===== src/anr_pkg.sv =====
// package: register indices, field positions, reset values and carrier types
package anr_pkg;

    // register indices; byte address on the bus is four times the index
    localparam logic [15:0] ANR_IDX_PARTNER_ABILITY = 16'h010A;
    localparam logic [15:0] ANR_IDX_EXPANSION       = 16'h010C;
    localparam logic [15:0] ANR_IDX_NEXT_PAGE       = 16'h010E;
    localparam logic [15:0] ANR_IDX_IRQ_STATUS      = 16'h0120;
    localparam logic [15:0] ANR_IDX_IRQ_MASK        = 16'h0121;

    // partner base page ability field positions
    localparam int ANR_PA_NEXT_PAGE    = 15;
    localparam int ANR_PA_ACK          = 14;
    localparam int ANR_PA_REMOTE_FAULT = 13;
    localparam int ANR_PA_RSVD         = 12;

    // expansion status field positions
    localparam int ANR_EX_PAR_FAULT    = 4;
    localparam int ANR_EX_LP_NP_ABLE   = 3;
    localparam int ANR_EX_NP_ABLE      = 2;
    localparam int ANR_EX_PAGE_RX      = 1;
    localparam int ANR_EX_LP_AN_ABLE   = 0;

    // next page register field positions
    localparam int ANR_NP_NEXT_PAGE    = 15;
    localparam int ANR_NP_MSG_PAGE     = 13;
    localparam int ANR_NP_ACK2         = 12;
    localparam int ANR_NP_TOGGLE       = 11;
    localparam int ANR_NP_MSG_MSB      = 10;

    // reset values
    localparam logic        ANR_RST_NP_NEXT   = 1'b0;
    localparam logic        ANR_RST_NP_MSGPG  = 1'b1;
    localparam logic        ANR_RST_NP_ACK2   = 1'b0;
    localparam logic        ANR_RST_NP_TOGGLE = 1'b0;
    localparam logic [10:0] ANR_RST_NP_MSG    = 11'h001;
    localparam logic        ANR_LOCAL_NP_ABLE = 1'b1;

    // interrupt status bit positions
    localparam int ANR_IRQ_W           = 3;
    localparam int ANR_IRQ_PAGE_RX     = 0;
    localparam int ANR_IRQ_PAR_FAULT   = 1;
    localparam int ANR_IRQ_NP_SENT     = 2;

    // locally transmitted next page word as sent to the engine
    typedef struct packed {
        logic        next_page;
        logic        rsvd;
        logic        msg_page;
        logic        ack2;
        logic        toggle;
        logic [10:0] msg;
    } anr_np_word_t;

    // page received from the partner, with its kind
    typedef struct packed {
        logic        base;
        logic [15:0] word;
    } anr_rx_page_t;

endpackage


===== src/anr_lh_flag.sv =====
// latched-high status flag, cleared by a management read that returned it
module anr_lh_flag (
    // clock and reset
    input  wire logic clk_sys,
    input  wire logic rst,
    // condition and read strobe
    input  wire logic set_i,
    input  wire logic rd_clr_i,
    // latched flag
    output logic      flag_q
);
    // set wins over the read clear, so a condition still present stays visible
    always_ff @(posedge clk_sys) begin
        if (rst) begin
            flag_q <= 1'b0;
        end else if (set_i) begin
            flag_q <= 1'b1;
        end else if (rd_clr_i) begin
            flag_q <= 1'b0;
        end
    end
endmodule


===== src/anr_irq.sv =====
// sticky event status with write-one-to-clear, mask and one level interrupt
module anr_irq #(
    parameter int W = 3
) (
    // clock and reset
    input  wire logic         clk_sys,
    input  wire logic         rst,
    // events from the block
    input  wire logic [W-1:0] evt_i,
    // software access
    input  wire logic         sts_wr_i,
    input  wire logic         msk_wr_i,
    input  wire logic [W-1:0] wdata_i,
    // state and interrupt
    output logic      [W-1:0] status_q,
    output logic      [W-1:0] mask_q,
    output logic              irq
);
    // per-bit sticky status; an event in the clearing cycle is kept
    for (genvar i = 0; i < W; i++) begin : g_sts
        always_ff @(posedge clk_sys) begin
            if (rst) begin
                status_q[i] <= 1'b0;
            end else if (evt_i[i]) begin
                status_q[i] <= 1'b1;
            end else if (sts_wr_i && wdata_i[i]) begin
                status_q[i] <= 1'b0;
            end
        end
    end

    // mask register, one enables the bit onto the interrupt
    always_ff @(posedge clk_sys) begin
        if (rst) begin
            mask_q <= '0;
        end else if (msk_wr_i) begin
            mask_q <= wdata_i;
        end
    end

    assign irq = |(status_q & mask_q);
endmodule


===== src/anr_regs.sv =====
// auto-negotiation partner, expansion and next page registers behind apb
//
// Notes on behaviour
// - ability bit 15 shows partner base page next page capability
// - ability bit 14 set once a partner code word arrived, zero before
// - ability bit 13 reports partner remote fault
// - ability bits 11:10 carry partner pause capability as received
// - ability bits 9..5 carry partner technology abilities
// - expansion bit 4 latches parallel detection fault until read
// - expansion bit 3 shows partner next page capability
// - expansion bit 2 always reads one, local next page able
// - expansion bit 1 latches new page received until read
// - expansion bit 0 shows partner auto-negotiation ability
// - next page bit 15, reset zero, host-written, sent in page
// - next page bit 13 message page, reset one; field 10:0 reset 0x001
// - next page bit 12 acknowledge 2, writable, reset zero
// - read-only toggle bit 11 holds previous transmitted toggle value
module anr_regs
    import anr_pkg::*;
#(
    parameter int APB_AW = 16
) (
    // clock and reset
    input  wire logic                  clk_sys,
    input  wire logic                  rst,
    // apb slave
    input  wire logic                  psel,
    input  wire logic                  penable,
    input  wire logic                  pwrite,
    input  wire logic [APB_AW-1:0]     paddr,
    input  wire logic [31:0]           pwdata,
    output logic                       pready,
    output logic      [31:0]           prdata,
    output logic                       pslverr,
    // auto-negotiation engine, same clock
    input  wire logic                  page_rx_stb,
    input  wire anr_pkg::anr_rx_page_t page_rx,
    input  wire logic                  par_fault_stb,
    input  wire logic                  partner_an_able,
    input  wire logic                  an_restart,
    input  wire logic                  np_sent_stb,
    // next page to transmit
    output anr_pkg::anr_np_word_t      np_tx_word,
    // interrupt
    output logic                       irq
);
    import anr_pkg::*;

    // decode
    logic [15:0]          word_idx;
    logic                 aligned;
    logic                 sel_pa;
    logic                 sel_ex;
    logic                 sel_np;
    logic                 sel_is;
    logic                 sel_im;
    logic                 hit;
    logic                 acc;
    logic                 wr_stb;
    logic                 rd_stb;
    logic                 setup;

    // partner state
    logic [15:0]          base_q;
    logic                 ack_q;

    // next page state
    logic                 np_next_q;
    logic                 np_msgpg_q;
    logic                 np_ack2_q;
    logic                 np_toggle_q;
    logic [10:0]          np_msg_q;

    // latched flags and interrupt state
    logic                 pdf_flag_q;
    logic                 prx_flag_q;
    logic                 pdf_clr;
    logic                 prx_clr;
    logic [ANR_IRQ_W-1:0] irq_evt;
    logic [ANR_IRQ_W-1:0] irq_sts;
    logic [ANR_IRQ_W-1:0] irq_msk;

    // read path
    logic [15:0]          pa_word;
    logic [15:0]          ex_word;
    logic [15:0]          np_word;
    logic [31:0]          rd_word;
    logic [31:0]          prdata_q;
    logic                 pslverr_rd;

    // word index from the byte address; low bits must be zero
    always_comb begin
        word_idx = '0;
        word_idx[APB_AW-3:0] = paddr[APB_AW-1:2];
        aligned  = (paddr[1:0] == 2'b00);
    end

    assign sel_pa = aligned && (word_idx == ANR_IDX_PARTNER_ABILITY);
    assign sel_ex = aligned && (word_idx == ANR_IDX_EXPANSION);
    assign sel_np = aligned && (word_idx == ANR_IDX_NEXT_PAGE);
    assign sel_is = aligned && (word_idx == ANR_IDX_IRQ_STATUS);
    assign sel_im = aligned && (word_idx == ANR_IDX_IRQ_MASK);
    assign hit    = sel_pa | sel_ex | sel_np | sel_is | sel_im;

    // zero wait states: every access ends in its first access cycle
    assign pready = 1'b1;
    assign setup  = psel & ~penable;
    assign acc    = psel & penable;
    assign wr_stb = acc & pwrite & hit;
    assign rd_stb = acc & ~pwrite & hit;

    // unmapped or misaligned addresses answer with an error
    assign pslverr_rd = acc & ~hit;
    assign pslverr    = pslverr_rd;

    // partner base page is captured only from base pages
    always_ff @(posedge clk_sys) begin
        if (rst) begin
            base_q <= 16'h0000;
        end else if (an_restart) begin
            base_q <= 16'h0000;
        end else if (page_rx_stb && page_rx.base) begin
            base_q <= page_rx.word;
        end
    end

    // ack bit tracking
    // the first code word sets it; a restart of negotiation returns it to zero
    always_ff @(posedge clk_sys) begin
        if (rst) begin
            ack_q <= 1'b0;
        end else if (page_rx_stb) begin
            ack_q <= 1'b1;
        end else if (an_restart) begin
            ack_q <= 1'b0;
        end
    end

    // partner ability word
    always_comb begin
        pa_word = base_q;
        pa_word[ANR_PA_NEXT_PAGE] = base_q[ANR_PA_NEXT_PAGE];
        pa_word[ANR_PA_ACK] = ack_q;
        pa_word[ANR_PA_REMOTE_FAULT] = base_q[ANR_PA_REMOTE_FAULT];
        pa_word[ANR_PA_RSVD] = 1'b0;
        // pause field as received, and ability flags as received
        pa_word[11:5] = base_q[11:5];
    end

    anr_lh_flag u_pdf (
        .clk_sys  (clk_sys),
        .rst      (rst),
        .set_i    (par_fault_stb),
        .rd_clr_i (pdf_clr),
        .flag_q   (pdf_flag_q)
    );

    anr_lh_flag u_prx (
        .clk_sys  (clk_sys),
        .rst      (rst),
        .set_i    (page_rx_stb),
        .rd_clr_i (prx_clr),
        .flag_q   (prx_flag_q)
    );

    // clear only what the read returned
    // the data word was taken in the setup cycle, so a flag that rose later
    // is not lost by this read
    assign pdf_clr = rd_stb & sel_ex & prdata_q[ANR_EX_PAR_FAULT];
    assign prx_clr = rd_stb & sel_ex & prdata_q[ANR_EX_PAGE_RX];

    // expansion status word
    always_comb begin
        ex_word = 16'h0000;
        ex_word[ANR_EX_PAR_FAULT] = pdf_flag_q;
        ex_word[ANR_EX_LP_NP_ABLE] = base_q[ANR_PA_NEXT_PAGE];
        ex_word[ANR_EX_NP_ABLE] = ANR_LOCAL_NP_ABLE;
        ex_word[ANR_EX_PAGE_RX] = prx_flag_q;
        ex_word[ANR_EX_LP_AN_ABLE] = partner_an_able;
    end

    // writable next page fields
    // toggle is not writable; the engine owns it
    always_ff @(posedge clk_sys) begin
        if (rst) begin
            np_next_q  <= ANR_RST_NP_NEXT;
            np_msgpg_q <= ANR_RST_NP_MSGPG;
            np_ack2_q  <= ANR_RST_NP_ACK2;
            np_msg_q   <= ANR_RST_NP_MSG;
        end else if (wr_stb && sel_np) begin
            np_next_q  <= pwdata[ANR_NP_NEXT_PAGE];
            np_msgpg_q <= pwdata[ANR_NP_MSG_PAGE];
            np_msg_q   <= pwdata[ANR_NP_MSG_MSB:0];
            np_ack2_q  <= pwdata[ANR_NP_ACK2];
        end
    end

    // toggle follows each transmitted word
    // the word on the wire carries the inverse of the previous toggle,
    // so after a send the register holds the value just transmitted
    always_ff @(posedge clk_sys) begin
        if (rst) begin
            np_toggle_q <= ANR_RST_NP_TOGGLE;
        end else if (an_restart) begin
            np_toggle_q <= ANR_RST_NP_TOGGLE;
        end else if (np_sent_stb) begin
            np_toggle_q <= ~np_toggle_q;
        end
    end

    // next page word as read back
    always_comb begin
        np_word = 16'h0000;
        np_word[ANR_NP_NEXT_PAGE]     = np_next_q;
        np_word[ANR_NP_MSG_PAGE]      = np_msgpg_q;
        np_word[ANR_NP_ACK2]          = np_ack2_q;
        np_word[ANR_NP_TOGGLE]        = np_toggle_q;
        np_word[ANR_NP_MSG_MSB:0]     = np_msg_q;
    end

    // word handed to the engine for transmission
    assign np_tx_word.next_page = np_next_q;
    assign np_tx_word.rsvd      = 1'b0;
    assign np_tx_word.msg_page  = np_msgpg_q;
    assign np_tx_word.ack2      = np_ack2_q;
    assign np_tx_word.toggle    = ~np_toggle_q;
    assign np_tx_word.msg       = np_msg_q;

    // events that raise the interrupt
    always_comb begin
        irq_evt = '0;
        irq_evt[ANR_IRQ_PAGE_RX]   = page_rx_stb;
        irq_evt[ANR_IRQ_PAR_FAULT] = par_fault_stb;
        irq_evt[ANR_IRQ_NP_SENT]   = np_sent_stb;
    end

    anr_irq #(
        .W (ANR_IRQ_W)
    ) u_irq (
        .clk_sys  (clk_sys),
        .rst      (rst),
        .evt_i    (irq_evt),
        .sts_wr_i (wr_stb & sel_is),
        .msk_wr_i (wr_stb & sel_im),
        .wdata_i  (pwdata[ANR_IRQ_W-1:0]),
        .status_q (irq_sts),
        .mask_q   (irq_msk),
        .irq      (irq)
    );

    // read mux; narrow registers read zero above their width
    always_comb begin
        rd_word = 32'h0000_0000;
        if (sel_pa) begin
            rd_word[15:0] = pa_word;
        end else if (sel_ex) begin
            rd_word[15:0] = ex_word;
        end else if (sel_np) begin
            rd_word[15:0] = np_word;
        end else if (sel_is) begin
            rd_word[ANR_IRQ_W-1:0] = irq_sts;
        end else if (sel_im) begin
            rd_word[ANR_IRQ_W-1:0] = irq_msk;
        end
    end

    // read data taken in the setup cycle so prdata comes from a flop
    always_ff @(posedge clk_sys) begin
        if (rst) begin
            prdata_q <= 32'h0000_0000;
        end else if (setup) begin
            prdata_q <= pwrite ? 32'h0000_0000 : rd_word;
        end
    end

    assign prdata = prdata_q;
endmodule


===== config.mk =====
export PLATFORM = sky130hd
export DESIGN_NAME = anr_regs
export DESIGN_NICKNAME = d
export VERILOG_FILES = /design/src/anr_pkg.sv /design/src/anr_lh_flag.sv /design/src/anr_irq.sv /design/src/anr_regs.sv
export SDC_FILE = /design/constraint.sdc
export NUM_CORES = 1
export LEC_CHECK = 0
export ABC_AREA = 1
export BUFFER_PORTS_ARGS = -buffer_cell sky130_fd_sc_hd__buf_2
export CAP_MARGIN = 5
export CORE_UTILIZATION = 48
export CTS_BUF_LIST = sky130_fd_sc_hd__clkbuf_8
export CTS_CLUSTER_SIZE = 28
export DETAILED_ROUTE_END_ITERATION = 10
export GPL_ROUTABILITY_DRIVEN = 0
export PLACE_DENSITY = 0.83
export REMOVE_ABC_BUFFERS = 1
export SLEW_MARGIN = 20
export SYNTH_ARGS = -nofsm -noshare
export SYNTH_HDL_FRONTEND = slang
export SYNTH_SLANG_ARGS = --single-unit

===== constraint.sdc =====
create_clock -name clk_sys -period 1.7 [get_ports clk_sys]
set_clock_uncertainty 0.2 [all_clocks]
set_input_delay 0.17 -clock clk_sys [delete_from_list [all_inputs] [get_ports clk_sys]]
set_output_delay 0.17 -clock clk_sys [all_outputs]
set_load 0.01 [all_outputs]

Yosys cells after proc, flatten, opt, wreduce, memory -nomap -nowiden. Index checks and enable logic that the tools add are counted.

Bitwise operators: 21. $lt $le $gt $ge: 0. $add $sub $neg: 0. Div/mod/pow operators: 0. Reduce and logical (&&, ||, !) cells: 19. Muxes and demuxes: 19. Shifts and indexed selects: 0. Equality and inequality tests: 5. Multipliers: 0.

Operator list (count): equality test 14 x 9 -> 1 bit (second input constant) (5); two-way mux 16 bit (3); two-way mux 13 bit (1); AND 1 bit (12); two-way mux 1 bit (12); nonzero test 2 bit (6); logical AND 1 bit (10); two-way mux 3 bit (3); inverter 1 bit (4); OR 1 bit (4); AND 3 bit (1); OR reduction 3 bit (1); zero test 2 bit (1); OR reduction 2 bit (1).

Memories kept: 0. Bits of input ports: 75. Memory bits (read-only): 0. Bits in latches: 0. Register bits: 72. Bits in writable memories: 0. Word-level logic and storage cells: 78. Output and inout port bits: 51.

Longest topological paths before layout. Gate-level depths: netlist (run 1).

Depth after elaboration: 11. Gate-level depth with buffers: 11. Depth with buffers taken out: 11.

By module. From an unflattened synthesis (run 1), not the netlist that was laid out.

Cell total of the unflattened synthesis: 435. Area, all modules: 2925.3 µm².

By module, submodules not included: anr_regs (seq. area each 920.9 µm², times used 1, cells an instance 393, area each 2618.8 µm²); anr_irq (seq. area each 120.1 µm², times used 1, cells an instance 32, area each 226.5 µm²); anr_lh_flag (seq. area each 20.0 µm², times used 2, cells an instance 5, area each 40.0 µm²).

Least setup slack after synthesis (run 1). OpenSTA, ideal clock, no wires.

Path kind: input to register. Start: input paddr[13]. End: register np_ack2_q. Slack: 0.143 ns. Buffers on the path: 1. Data required time: 1.387 ns. Stages: 9. Library setup time: 0.113 ns. Arrival: 1.243 ns. Path through: nor2_1 > nand3_2 > inv_2 > nand3_2 > nand4_4 > nand3_4 > buf_6 > o21ai_1 > nor2_1.

Longest elaborated chain between the ends: 8. Elaborated cells between the ends (all ways): 16. Those cells by class: 5 x eq/ne; 5 x bitwise; 6 x reduce/logical.

RTL lines: start, declared (RTL line anr_regs.sv:30) `input wire logic [APB_AW-1:0] paddr,`; equality test 14 x 9 -> 1 bit, on equally long branches (RTL line anr_regs.sv:98, anr_regs.sv:99); logical AND 1 bit, on equally long branches (RTL line anr_regs.sv:98, anr_regs.sv:99); OR 1 bit (4 in series) (RTL line anr_regs.sv:103) `assign hit = sel_pa | sel_ex | sel_np | sel_is | sel_im;`; AND 1 bit (RTL line anr_regs.sv:109) `assign wr_stb = acc & pwrite & hit;`; logical AND 1 bit * (RTL line anr_regs.sv:190) `end else if (wr_stb && sel_np) begin`; end signal, assigned (RTL line anr_regs.sv:194) `np_ack2_q <= pwdata[ANR_NP_ACK2];`; end, declared (RTL line anr_regs.sv:70) `logic np_ack2_q;`.

Mark *: on every way between the ends. The rest lies on a longest branch, timed or not. A chain may end at the register's enable or synchronous reset.

Worst setup path in the final report (run 1).
Start: input paddr[15]. End: output pslverr.

Longest elaborated chain between the ends: 8. Elaborated cells between the ends (all ways): 16. Those cells by class: 5 x eq/ne; 6 x bitwise; 5 x reduce/logical.

RTL lines: equality test 14 x 9 -> 1 bit, on equally long branches (RTL line anr_regs.sv:98, anr_regs.sv:99); logical AND 1 bit, on equally long branches (RTL line anr_regs.sv:98, anr_regs.sv:99); OR 1 bit (3 in series) (RTL line anr_regs.sv:103); OR 1 bit * (RTL line anr_regs.sv:103); inverter 1 bit * (RTL line anr_regs.sv:113) `assign pslverr_rd = acc & ~hit;`; AND 1 bit * (RTL line anr_regs.sv:113); end, declared (RTL line anr_regs.sv:34) `output logic pslverr,`.

Marked as above.

==> run summary, run 1 <==
Top Metal Used: met4
Post-synth top area share: 39.5%
Num ports: 126
Via-to-Cell Ratio: 4.92
Register Area: 1080 µm²
# diodes: 0
Total die area: 6010 µm²
Post-Route WL: 7.39 mm
Syn_area_per_cell: 7.00 µm²
Overall Global Routing Usage: 25.4%
Seq/Total Area, Yosys: 39.5%
Worst-Skew Late Latency: 300 ps
CTS tree: yes
Max incr delay on CP: 190 ps
Post-route ant nets: 0
Endpoints failing hold: 0
RSZ-0062 raised after global routing: no
Register bit total from synthesis: 54
Final period util: 93.1%
Final Slew Violations: 0
Die W: 77.5 µm
Vias in the first global route: 2771
Hold WS: 59.6 ps
F_max: 632 MHz
Vias: 2899
Post-Syn Area: 2740 µm²
Final std cells w/o fill: 589
Most common cell after layout, fill and taps aside: buf_2
Nets@finish: 593
Class of the worst hold path: in -> reg
Synth warn: 0
Post-layout min period: 1580 ps
Fillers: 466
First-pass GRT wire length: 12.2 mm
Post-CTS sizing: 0
Drt drc: 0
Worst VDD drop: 0.489 mV
Post-synth top area cell: dfxtp_1
Core Area: 5510 µm²
CP Cell Sequence: buf_2 -> nor2_1 -> nand3_2 -> inv_2 -> nand3_2 -> nand4_4 -> nor2_1 -> buf_2
Clk slew on worst S/H paths: 90 ps
Per-cell routed wire length: 12.5 µm
Lkg Pwr: 1.75 nW
Met1 wire length: 3.20 mm
Root Buffer: clkbuf_8
Met3 wire len: 458 µm
Initial DRC Count: 160
CTS buffer count: 5
Final instance area: 3680 µm²
# Max-Cap Violations: 0
DP Area: 3270 µm²
Dpl cells: 550
Num Clock Sinks: 54
Drt first pass iters: 4
Post-synthesis cell type count: 32
Largest cells by area after synthesis: dfxtp_1, nand2_1, nor2_1, inv_1, buf_4
Number of setup violations in the final report: 0
WP data required: 1330 ps
Met2 routed WL: 3.63 mm
Initial core utilization: 49.7%
Synthesized netlist cell count: 391
Core Util, Final: 66.8%
Worst Path Buf+Inv: 3
Post-CTS Hold Fix Bufs: 33
Most frequent cells in the layout: buf_2, nand2_1, dfxtp_1
Buffers on Ports: 87
Post-CTS Setup Inserts: 0
DP HPWL: 5.17 mm
Crit path max-delay family: simple AND/OR/NAND/NOR gates
Startpoint Class: primary input
PwrDens: 626 nW/µm²
Grt total ovfl: 0
Share of cells above drive strength 1: 26.7%
Crit-path slowest cell: nand4_4
Critical path arrival: 1210 ps
Multi-input logic area: 1290 µm²
CP endpoint kind: primary output
Synthesis-to-finish area growth: 34.5%
Clock Tree Buf Depth: 2
Rows: 27
Critical path class: in -> out
Run status: complete, no violations
Initial antenna violation count: 0
CP Max Fanout: 6
Htree depth: 2
Die height: 77.5 µm
Largest net degree at the start of global routing: 27
## state kept, by name, summed over array words and instances, names as in the netlist
signal	count
np_next_q	1
u_prx.flag_q	1
u_pdf.flag_q	1
np_msg_q	11
np_msgpg_q	1
u_irq.status_q	3
prdata	16
ack_q	1
np_ack2_q	1
u_irq.mask_q	3
np_toggle_q	1
base_q	14
## stage by stage
step / power (mW) / setup TNS (ps) / setup WS (ps)
final: 2.31 / 0 / 118
after global routing: 2.40 / 0 / 35.8
after CTS: 2.31 / 0 / 105
after detailed placement: 1.56 / -1590 / -110
after global placement: 1.55 / -367 / -30.7
after floorplan: 1.44 / -565 / -70.7
## cell type report
cell class	instances	share of cell area (%)
inverter	55	5.61
timing repair buffer	137	25.3
sequential	54	29.4
tap	72	2.45
multi-input combinational	265	35.0
clock buffer	6	2.24
## cell usage after synthesis
library cell and instances:
nand4_4 1, o21ai_4 1, nand2_2 7, dfxtp_1 54, a21oi_1 19, buf_6 2, buf_4 21, o211ai_1 2
or2_1 1, inv_1 49, nor2_4 5, nand2_1 78, nand3b_1 1, conb_1 2, inv_2 5, buf_1 1
buf_2 2, o21ai_1 12, nand4_1 8, nand3_1 21, o221ai_1 1, clkbuf_1 7, a31oi_1 7, clkinv_1 1
o22ai_1 1, nor2_1 51, nand3_2 3, nand3_4 2, a211oi_1 1, o21ai_0 19, nor3_1 2, nor2_2 4
## tightest hold or removal path: cells and delay by family
family | cells | cell delay [ps]
buffers and inverters | 2 | 140
and+or+nand+nor | 3 | 230
## cell families after synthesis
logic type | synth area share, %
AND/OR/NAND/NOR | 31.9
AO/OA/AOI/OAI | 12.7
flip-flops | 39.5
buffers and inverters | 15.6
other | 0.274
## final timing paths
path / startpoint / end / slack [ps] / cells past startpoint
max: paddr[15] / pslverr / 120 / 8
min: pwrite / u_prx.flag_q / 60 / 5
max reg2reg: u_irq.status_q[0] / prdata[0] / 550 / 6
min reg2reg: ack_q / ack_q / 250 / 2
## per-layer routing
metal  vias up  track usage (%)
met4         0             9.81
met5         -                0
met2       119             44.1
li1       1450                -
met1      1318             30.7
met3        12             4.82
## power breakdown
| group | leakage (nW) | switching, mW | internal, mW |
|---|---|---|---|
| registers | 0.438 | 0.0120 | 1.29 |
| clock network | 0.0431 | 0.394 | 0.315 |
| logic | 1.27 | 0.155 | 0.141 |
| total | 1.75 | 0.562 | 1.74 |
Power figures use the tool's default switching activity.
==> run 2: changes to the inputs <==
--- a/config.mk
+++ b/config.mk
@@ -14,6 +14,7 @@
 export DETAILED_ROUTE_END_ITERATION = 10
 export GPL_ROUTABILITY_DRIVEN = 0
 export PLACE_DENSITY = 0.83
+export RECOVER_POWER = 25
 export REMOVE_ABC_BUFFERS = 1
 export SLEW_MARGIN = 20
 export SYNTH_ARGS = -nofsm -noshare
==> run summary, run 2 (synthesis results as in run 1) <==
Run status: complete, no violations (unchanged)
Overall Global Routing Usage: 25.4% (unchanged)
Post-place setup slack: -110 ps (unchanged)
CP startpoint: paddr[15] (unchanged)
Initial core utilization: 49.7% (unchanged)
Per-cell routed wire length: 12.6 µm (was 12.5 µm)
Clock Tree Buf Depth: 2 (unchanged)
Reg2Reg Depth: 6 (unchanged)
# diodes: 0 (unchanged)
Setup ws final: 110 ps (was 118 ps)
Core Area: 5510 µm² (unchanged)
Total die area: 6010 µm² (unchanged)
Worst R2R Setup Slack: 550 ps (about the same)
Startpoint Class: primary input (unchanged)
Num Clock Sinks: 54 (unchanged)
Worst VDD drop: 0.481 mV (was 0.489 mV)
CP endpoint kind: primary output (unchanged)
Comb power frac: 12.9% (about the same)
Worst-Skew Late Latency: 300 ps (about the same)
Crit Reg-Reg Endpoint: prdata[0] (unchanged)
WP depth: 8 (unchanged)
PwrDens: 630 nW/µm² (was 626 nW/µm²)
Clock power frac: 30.6% (was 30.8%)
Die W: 77.5 µm (unchanged)
Vias: 2908 (was 2899)
Crit path max-delay family: simple AND/OR/NAND/NOR gates (unchanged)
Via-to-Cell Ratio: 4.94 (was 4.92)
Crit-path slowest cell: nand4_4 (unchanged)
Most frequent cells in the layout: nand2_1, buf_2, dfxtp_1 (was buf_2, nand2_1, dfxtp_1)
Post-Route WL: 7.42 mm (was 7.39 mm)
CTS tree: yes (unchanged)
Critical path class: in -> out (unchanged)
Critical path arrival: 1220 ps (was 1210 ps)
Final std cells w/o fill: 589 (unchanged)
FF-to-FF Start: u_irq.status_q[0] (unchanged)
Final Slew Violations: 0 (unchanged)
Clk slew on worst S/H paths: 90 ps (about the same)
P_sw: 0.558 mW (was 0.562 mW)
Largest register FFs: 16 (unchanged)
Worst Path Buf+Inv: 3 (unchanged)
Buffers on Ports: 87 (unchanged)
CP Cell Sequence: buf_2 -> nor2_1 -> nand3_2 -> inv_2 -> nand3_2 -> nand4_4 -> nor2_1 -> buf_2 (unchanged)
Share of cells above drive strength 1: 22.6% (was 26.7%)
# Max-Cap Violations: 0 (unchanged)
Final instance area: 3650 µm² (was 3680 µm²)
Nets@finish: 593 (unchanged)
Int Power: 1.74 mW (about the same)
Num ports: 126 (unchanged)
Class of the worst hold path: in -> reg (unchanged)
Grt total ovfl: 0 (unchanged)
Number of setup violations in the final report: 0 (unchanged)
Setup TNS: 0 ps (unchanged)
Synthesis-to-finish area growth: 33.5% (was 34.5%)
Hold Crit Depth: 5 (unchanged)
Sequential Power Share: 56.4% (was 56.3%)
Post-CTS sizing: 0 (unchanged)
Post-layout min period: 1590 ps (was 1580 ps)
Dpl cells: 550 (unchanged)
CP endpoint: pslverr (unchanged)
Drt first pass iters: 4 (unchanged)
Sw Share: 24.2% (was 24.4%)
Post-route ant nets: 0 (unchanged)
First-pass GRT wire length: 12.2 mm (unchanged)
RSZ-0062 raised after global routing: no (unchanged)
Vias in the first global route: 2771 (unchanged)
CTS buffer count: 5 (unchanged)
Lkg Pwr: 1.66 nW (was 1.75 nW)
Initial DRC Count: 134 (was 160)
Endpoints failing hold: 0 (unchanged)
Largest net degree at the start of global routing: 27 (unchanged)
Rows: 27 (unchanged)
CP Max Fanout: 6 (unchanged)
Htree depth: 2 (unchanged)
DP Area: 3270 µm² (unchanged)
F_max: 629 MHz (was 632 MHz)
WP data required: 1330 ps (about the same)
Drt drc: 0 (unchanged)
DP HPWL: 5.17 mm (unchanged)
Root Buffer: clkbuf_8 (unchanged)
Initial antenna violation count: 0 (unchanged)
Max incr delay on CP: 200 ps (was 190 ps)
Die height: 77.5 µm (unchanged)
Most common cell after layout, fill and taps aside: nand2_1 (was buf_2)
Final period util: 93.5% (was 93.1%)
## run 2: worst register-to-register path, stage by stage (launching register included)
cell and delay, ps:
dfxtp_1 350, inv_1 60, o21ai_0 170, nand2_1 70, nand2_1 70, nand2_1 60, a21oi_1 120
## run 2: power by group through the flow
stage          clock network (mW)  logic, mW  registers (mW)
2_1_floorplan                   0      0.113            1.32
3_3_place_gp                    0      0.228            1.33
3_5_place_dp                    0      0.232            1.33
4_1_cts                     0.718      0.291            1.30
5_1_grt                     0.777      0.327            1.30
6_report                    0.705      0.297            1.30
## run 2: what timing repair did
action	4_1_cts	5_1_grt
hold buffers	33	0
buffers inserted	0	0
endpoints found under the hold margin	39	0
## run 2: area by class of cell
class	instances	area (µm²)
clock buffers	6	82.6
fillers	482	1850
inverters	55	206
multi-input cells	265	1290
flip-flops and latches	54	1080
well taps	72	90.1
repair buffers	137	905
## run 2: worst min-delay path by stage
stage | slack (ps) | from | endpoint
6_report | 60 | pwrite | u_prx.flag_q
5_1_grt | 90 | pwrite | u_prx.flag_q
4_1_cts | 50 | pwrite | u_prx.flag_q
3_5_place_dp | 200 | rst | prdata[6]
3_3_place_gp | 200 | pwdata[5] | np_msg_q[5]
2_1_floorplan | 40 | rst | prdata[0]
## run 2: per-stage QoR
step	utilization [%]	power, mW	hold slack [ps]
finish	66.4	2.30	61.1
global route	66.4	2.40	91.9
CTS	66.8	2.31	46.0
detailed placement	59.4	1.56	199
global placement	59.4	1.55	202
floorplan	-	1.44	39.1
## run 2: layer usage
layer / track usage (%) / part of all wire (%)
met1: 30.7 / 43
met2: 44.1 / 50
met3: 4.82 / 5.9
met4: 9.81 / 1.4
met5: 0 / 0
==> run 3: changes to the inputs <==
--- a/config.mk
+++ b/config.mk
@@ -9,7 +9,7 @@
 export BUFFER_PORTS_ARGS = -buffer_cell sky130_fd_sc_hd__buf_2
 export CAP_MARGIN = 5
 export CORE_UTILIZATION = 48
-export CTS_BUF_LIST = sky130_fd_sc_hd__clkbuf_8
+export CTS_BUF_LIST = sky130_fd_sc_hd__clkbuf_2
 export CTS_CLUSTER_SIZE = 28
 export DETAILED_ROUTE_END_ITERATION = 10
 export GPL_ROUTABILITY_DRIVEN = 0
==> run summary, run 3 (synthesis results as in run 1) <==
Initial DRC Count: 134 (unchanged)
Most Crowded Layer GR: met2 (unchanged)
Rows: 27 (unchanged)
Crit Reg-Reg Endpoint: np_toggle_q (was prdata[0])
RSZ-0062 raised after global routing: no (unchanged)
Initial core utilization: 49.7% (unchanged)
Vias in the first global route: 2769 (was 2771)
Num Clock Sinks: 54 (unchanged)
Grt total ovfl: 0 (unchanged)
Dpl cells: 550 (unchanged)
CP Max Fanout: 3 (was 6)
Synthesis-to-finish area growth: 33.4% (was 33.5%)
Post-layout min period: 1670 ps (was 1590 ps)
Post-route ant nets: 0 (unchanged)
Clk slew on worst S/H paths: 250 ps (was 90 ps)
Class of the worst hold path: in -> reg (unchanged)
Core Area: 5510 µm² (unchanged)
Worst Path Buf+Inv: 3 (unchanged)
Hold Startpoint: penable (was pwrite)
Critical path class: in -> reg (was in -> out)
Die W: 77.5 µm (unchanged)
Worst VDD drop: 0.441 mV (was 0.481 mV)
PwrDens: 565 nW/µm² (was 630 nW/µm²)
WP data required: 1900 ps (was 1330 ps)
Number of setup violations in the final report: 0 (unchanged)
Overall Global Routing Usage: 25.4% (about the same)
CP Cell Sequence: dlygate4sd3_1 -> buf_2 -> nor2_1 -> o21ai_0 -> a21oi_1 -> dlygate4sd3_1 (was buf_2 -> nor2_1 -> nand3_2 -> inv_2 -> nand3_2 -> nand4_4 -> nor2_1 -> buf_2)
Clock Tree Buf Depth: 2 (unchanged)
F_max: 600 MHz (was 629 MHz)
DP HPWL: 5.17 mm (unchanged)
Drt drc: 0 (unchanged)
Startpoint Class: primary input (unchanged)
Critical path arrival: 1860 ps (was 1220 ps)
Setup ws final: 32.5 ps (was 110 ps)
Crit-path slowest cell: dlygate4sd3_1 (was nand4_4)
Most common cell after layout, fill and taps aside: buf_2 (was nand2_1)
Final Slew Violations: 0 (unchanged)
GR Util met1: 30.5% (was 30.7%)
Worst R2R Setup Slack: 190 ps (was 550 ps)
Per-cell routed wire length: 12.7 µm (was 12.6 µm)
Vias: 2931 (was 2908)
# diodes: 0 (unchanged)
Drt first pass iters: 4 (unchanged)
Global routing usage on met3: 5.06% (was 4.82%)
First-pass GRT wire length: 12.3 mm (was 12.2 mm)
Num ports: 126 (unchanged)
# Max-Cap Violations: 0 (unchanged)
Buffers on Ports: 87 (unchanged)
Met2 GRT Util: 45.0% (was 44.1%)
Final period util: 98.1% (was 93.5%)
Lkg Pwr: 1.73 nW (was 1.66 nW)
Reg2Reg Depth: 4 (was 6)
Most frequent cell on the critical path: dlygate4sd3_1
Via-to-Cell Ratio: 4.94 (about the same)
Post-CTS Setup Inserts: 0 (unchanged)
Htree depth: 2 (unchanged)
Setup TNS: 0 ps (unchanged)
Die height: 77.5 µm (unchanged)
Worst-Skew Late Latency: 420 ps (was 300 ps)
Total power: 2.07 mW (was 2.30 mW)
Fillers: 472 (was 482)
Largest register FFs: 16 (unchanged)
Root Buffer: clkbuf_2 (was clkbuf_8)
Max incr delay on CP: 560 ps (was 200 ps)
CTS buffer count: 5 (unchanged)
CTS tree: yes (unchanged)
Hold Crit Endpoint: u_prx.flag_q (unchanged)
Run status: complete, no violations (unchanged)
CP endpoint kind: flip-flop (was primary output)
Initial antenna violation count: 0 (unchanged)
Hold Crit Depth: 6 (was 5)
Post-place setup slack: -110 ps (unchanged)
FF-to-FF Start: np_toggle_q (was u_irq.status_q[0])
Endpoints failing hold: 0 (unchanged)
Share of cells above drive strength 1: 26.7% (was 22.6%)
Final std cells w/o fill: 593 (was 589)
Nets@finish: 597 (was 593)
Largest net degree at the start of global routing: 27 (unchanged)
Post-Route WL: 7.51 mm (was 7.42 mm)
Most frequent cells in the layout: buf_2, nand2_1, nor2_1 (was nand2_1, buf_2, dfxtp_1)
Total die area: 6010 µm² (unchanged)
Crit path max-delay family: buffers and inverters (was simple AND/OR/NAND/NOR gates)
run 3: power breakdown:
| part | switching, mW | internal, mW | total [mW] |
|---|---|---|---|
| registers | 0.0125 | 1.29 | 1.31 |
| clock network | 0.375 | 0.0816 | 0.456 |
| logic | 0.158 | 0.145 | 0.303 |
run 3: metal layers:
metal  vias to the layer above  routed length [µm]
met1                      1341                3180
met4                         0                 129
met5                         -                   0
met3                        15                 453
li1                       1460                   -
met2                       115                3750
run 3: timing repair:
action | CTS | global route
endpoints found under the hold margin | 51 | 0
setup endpoints to repair | 0 | 1
hold buffers | 37 | 0
resized for setup | 0 | 5
run 3: stage by stage:
step / utilization (%) / hold slack [ps] / instance area, µm²
after floorplan: - / 39.1 / 2580
after global placement: 59.4 / 202 / 3270
after detailed placement: 59.4 / 199 / 3270
after CTS: 66.6 / 19.3 / 3670
after global routing: 66.3 / 38.8 / 3650
final: 66.3 / 24.9 / 3650
run 3: how the worst max path moves through the flow:
stage | from | endpoint | slack, ps | depth (start not counted)
after floorplan | psel | prdata[10] | -70 | 8
after global routing | u_irq.status_q[0] | irq | 8 | 3
after global placement | paddr[15] | u_irq.mask_q[0] | -30 | 9
final | an_restart | np_toggle_q | 30 | 6
after detailed placement | paddr[15] | u_irq.mask_q[1] | -110 | 10
after CTS | u_irq.mask_q[1] | irq | 50 | 3
run 3: layout make-up:
class                      count  area [µm²]  area share (%)
clock buffer                   5        25.0           0.685
clock inverter                 1        3.75           0.103
inverter                      55         206            5.65
multi-input combinational    265        1300            35.5
sequential                    54        1090            29.7
tap                           72        90.1            2.47
timing repair buffer         141         945            25.9
run 3: worst min-delay path, stage by stage:
cell	delay, ps
buf_2	100
nand2_1	90
nor3_1	80
nand3_1	80
nand3_1	70
nand2_1	50
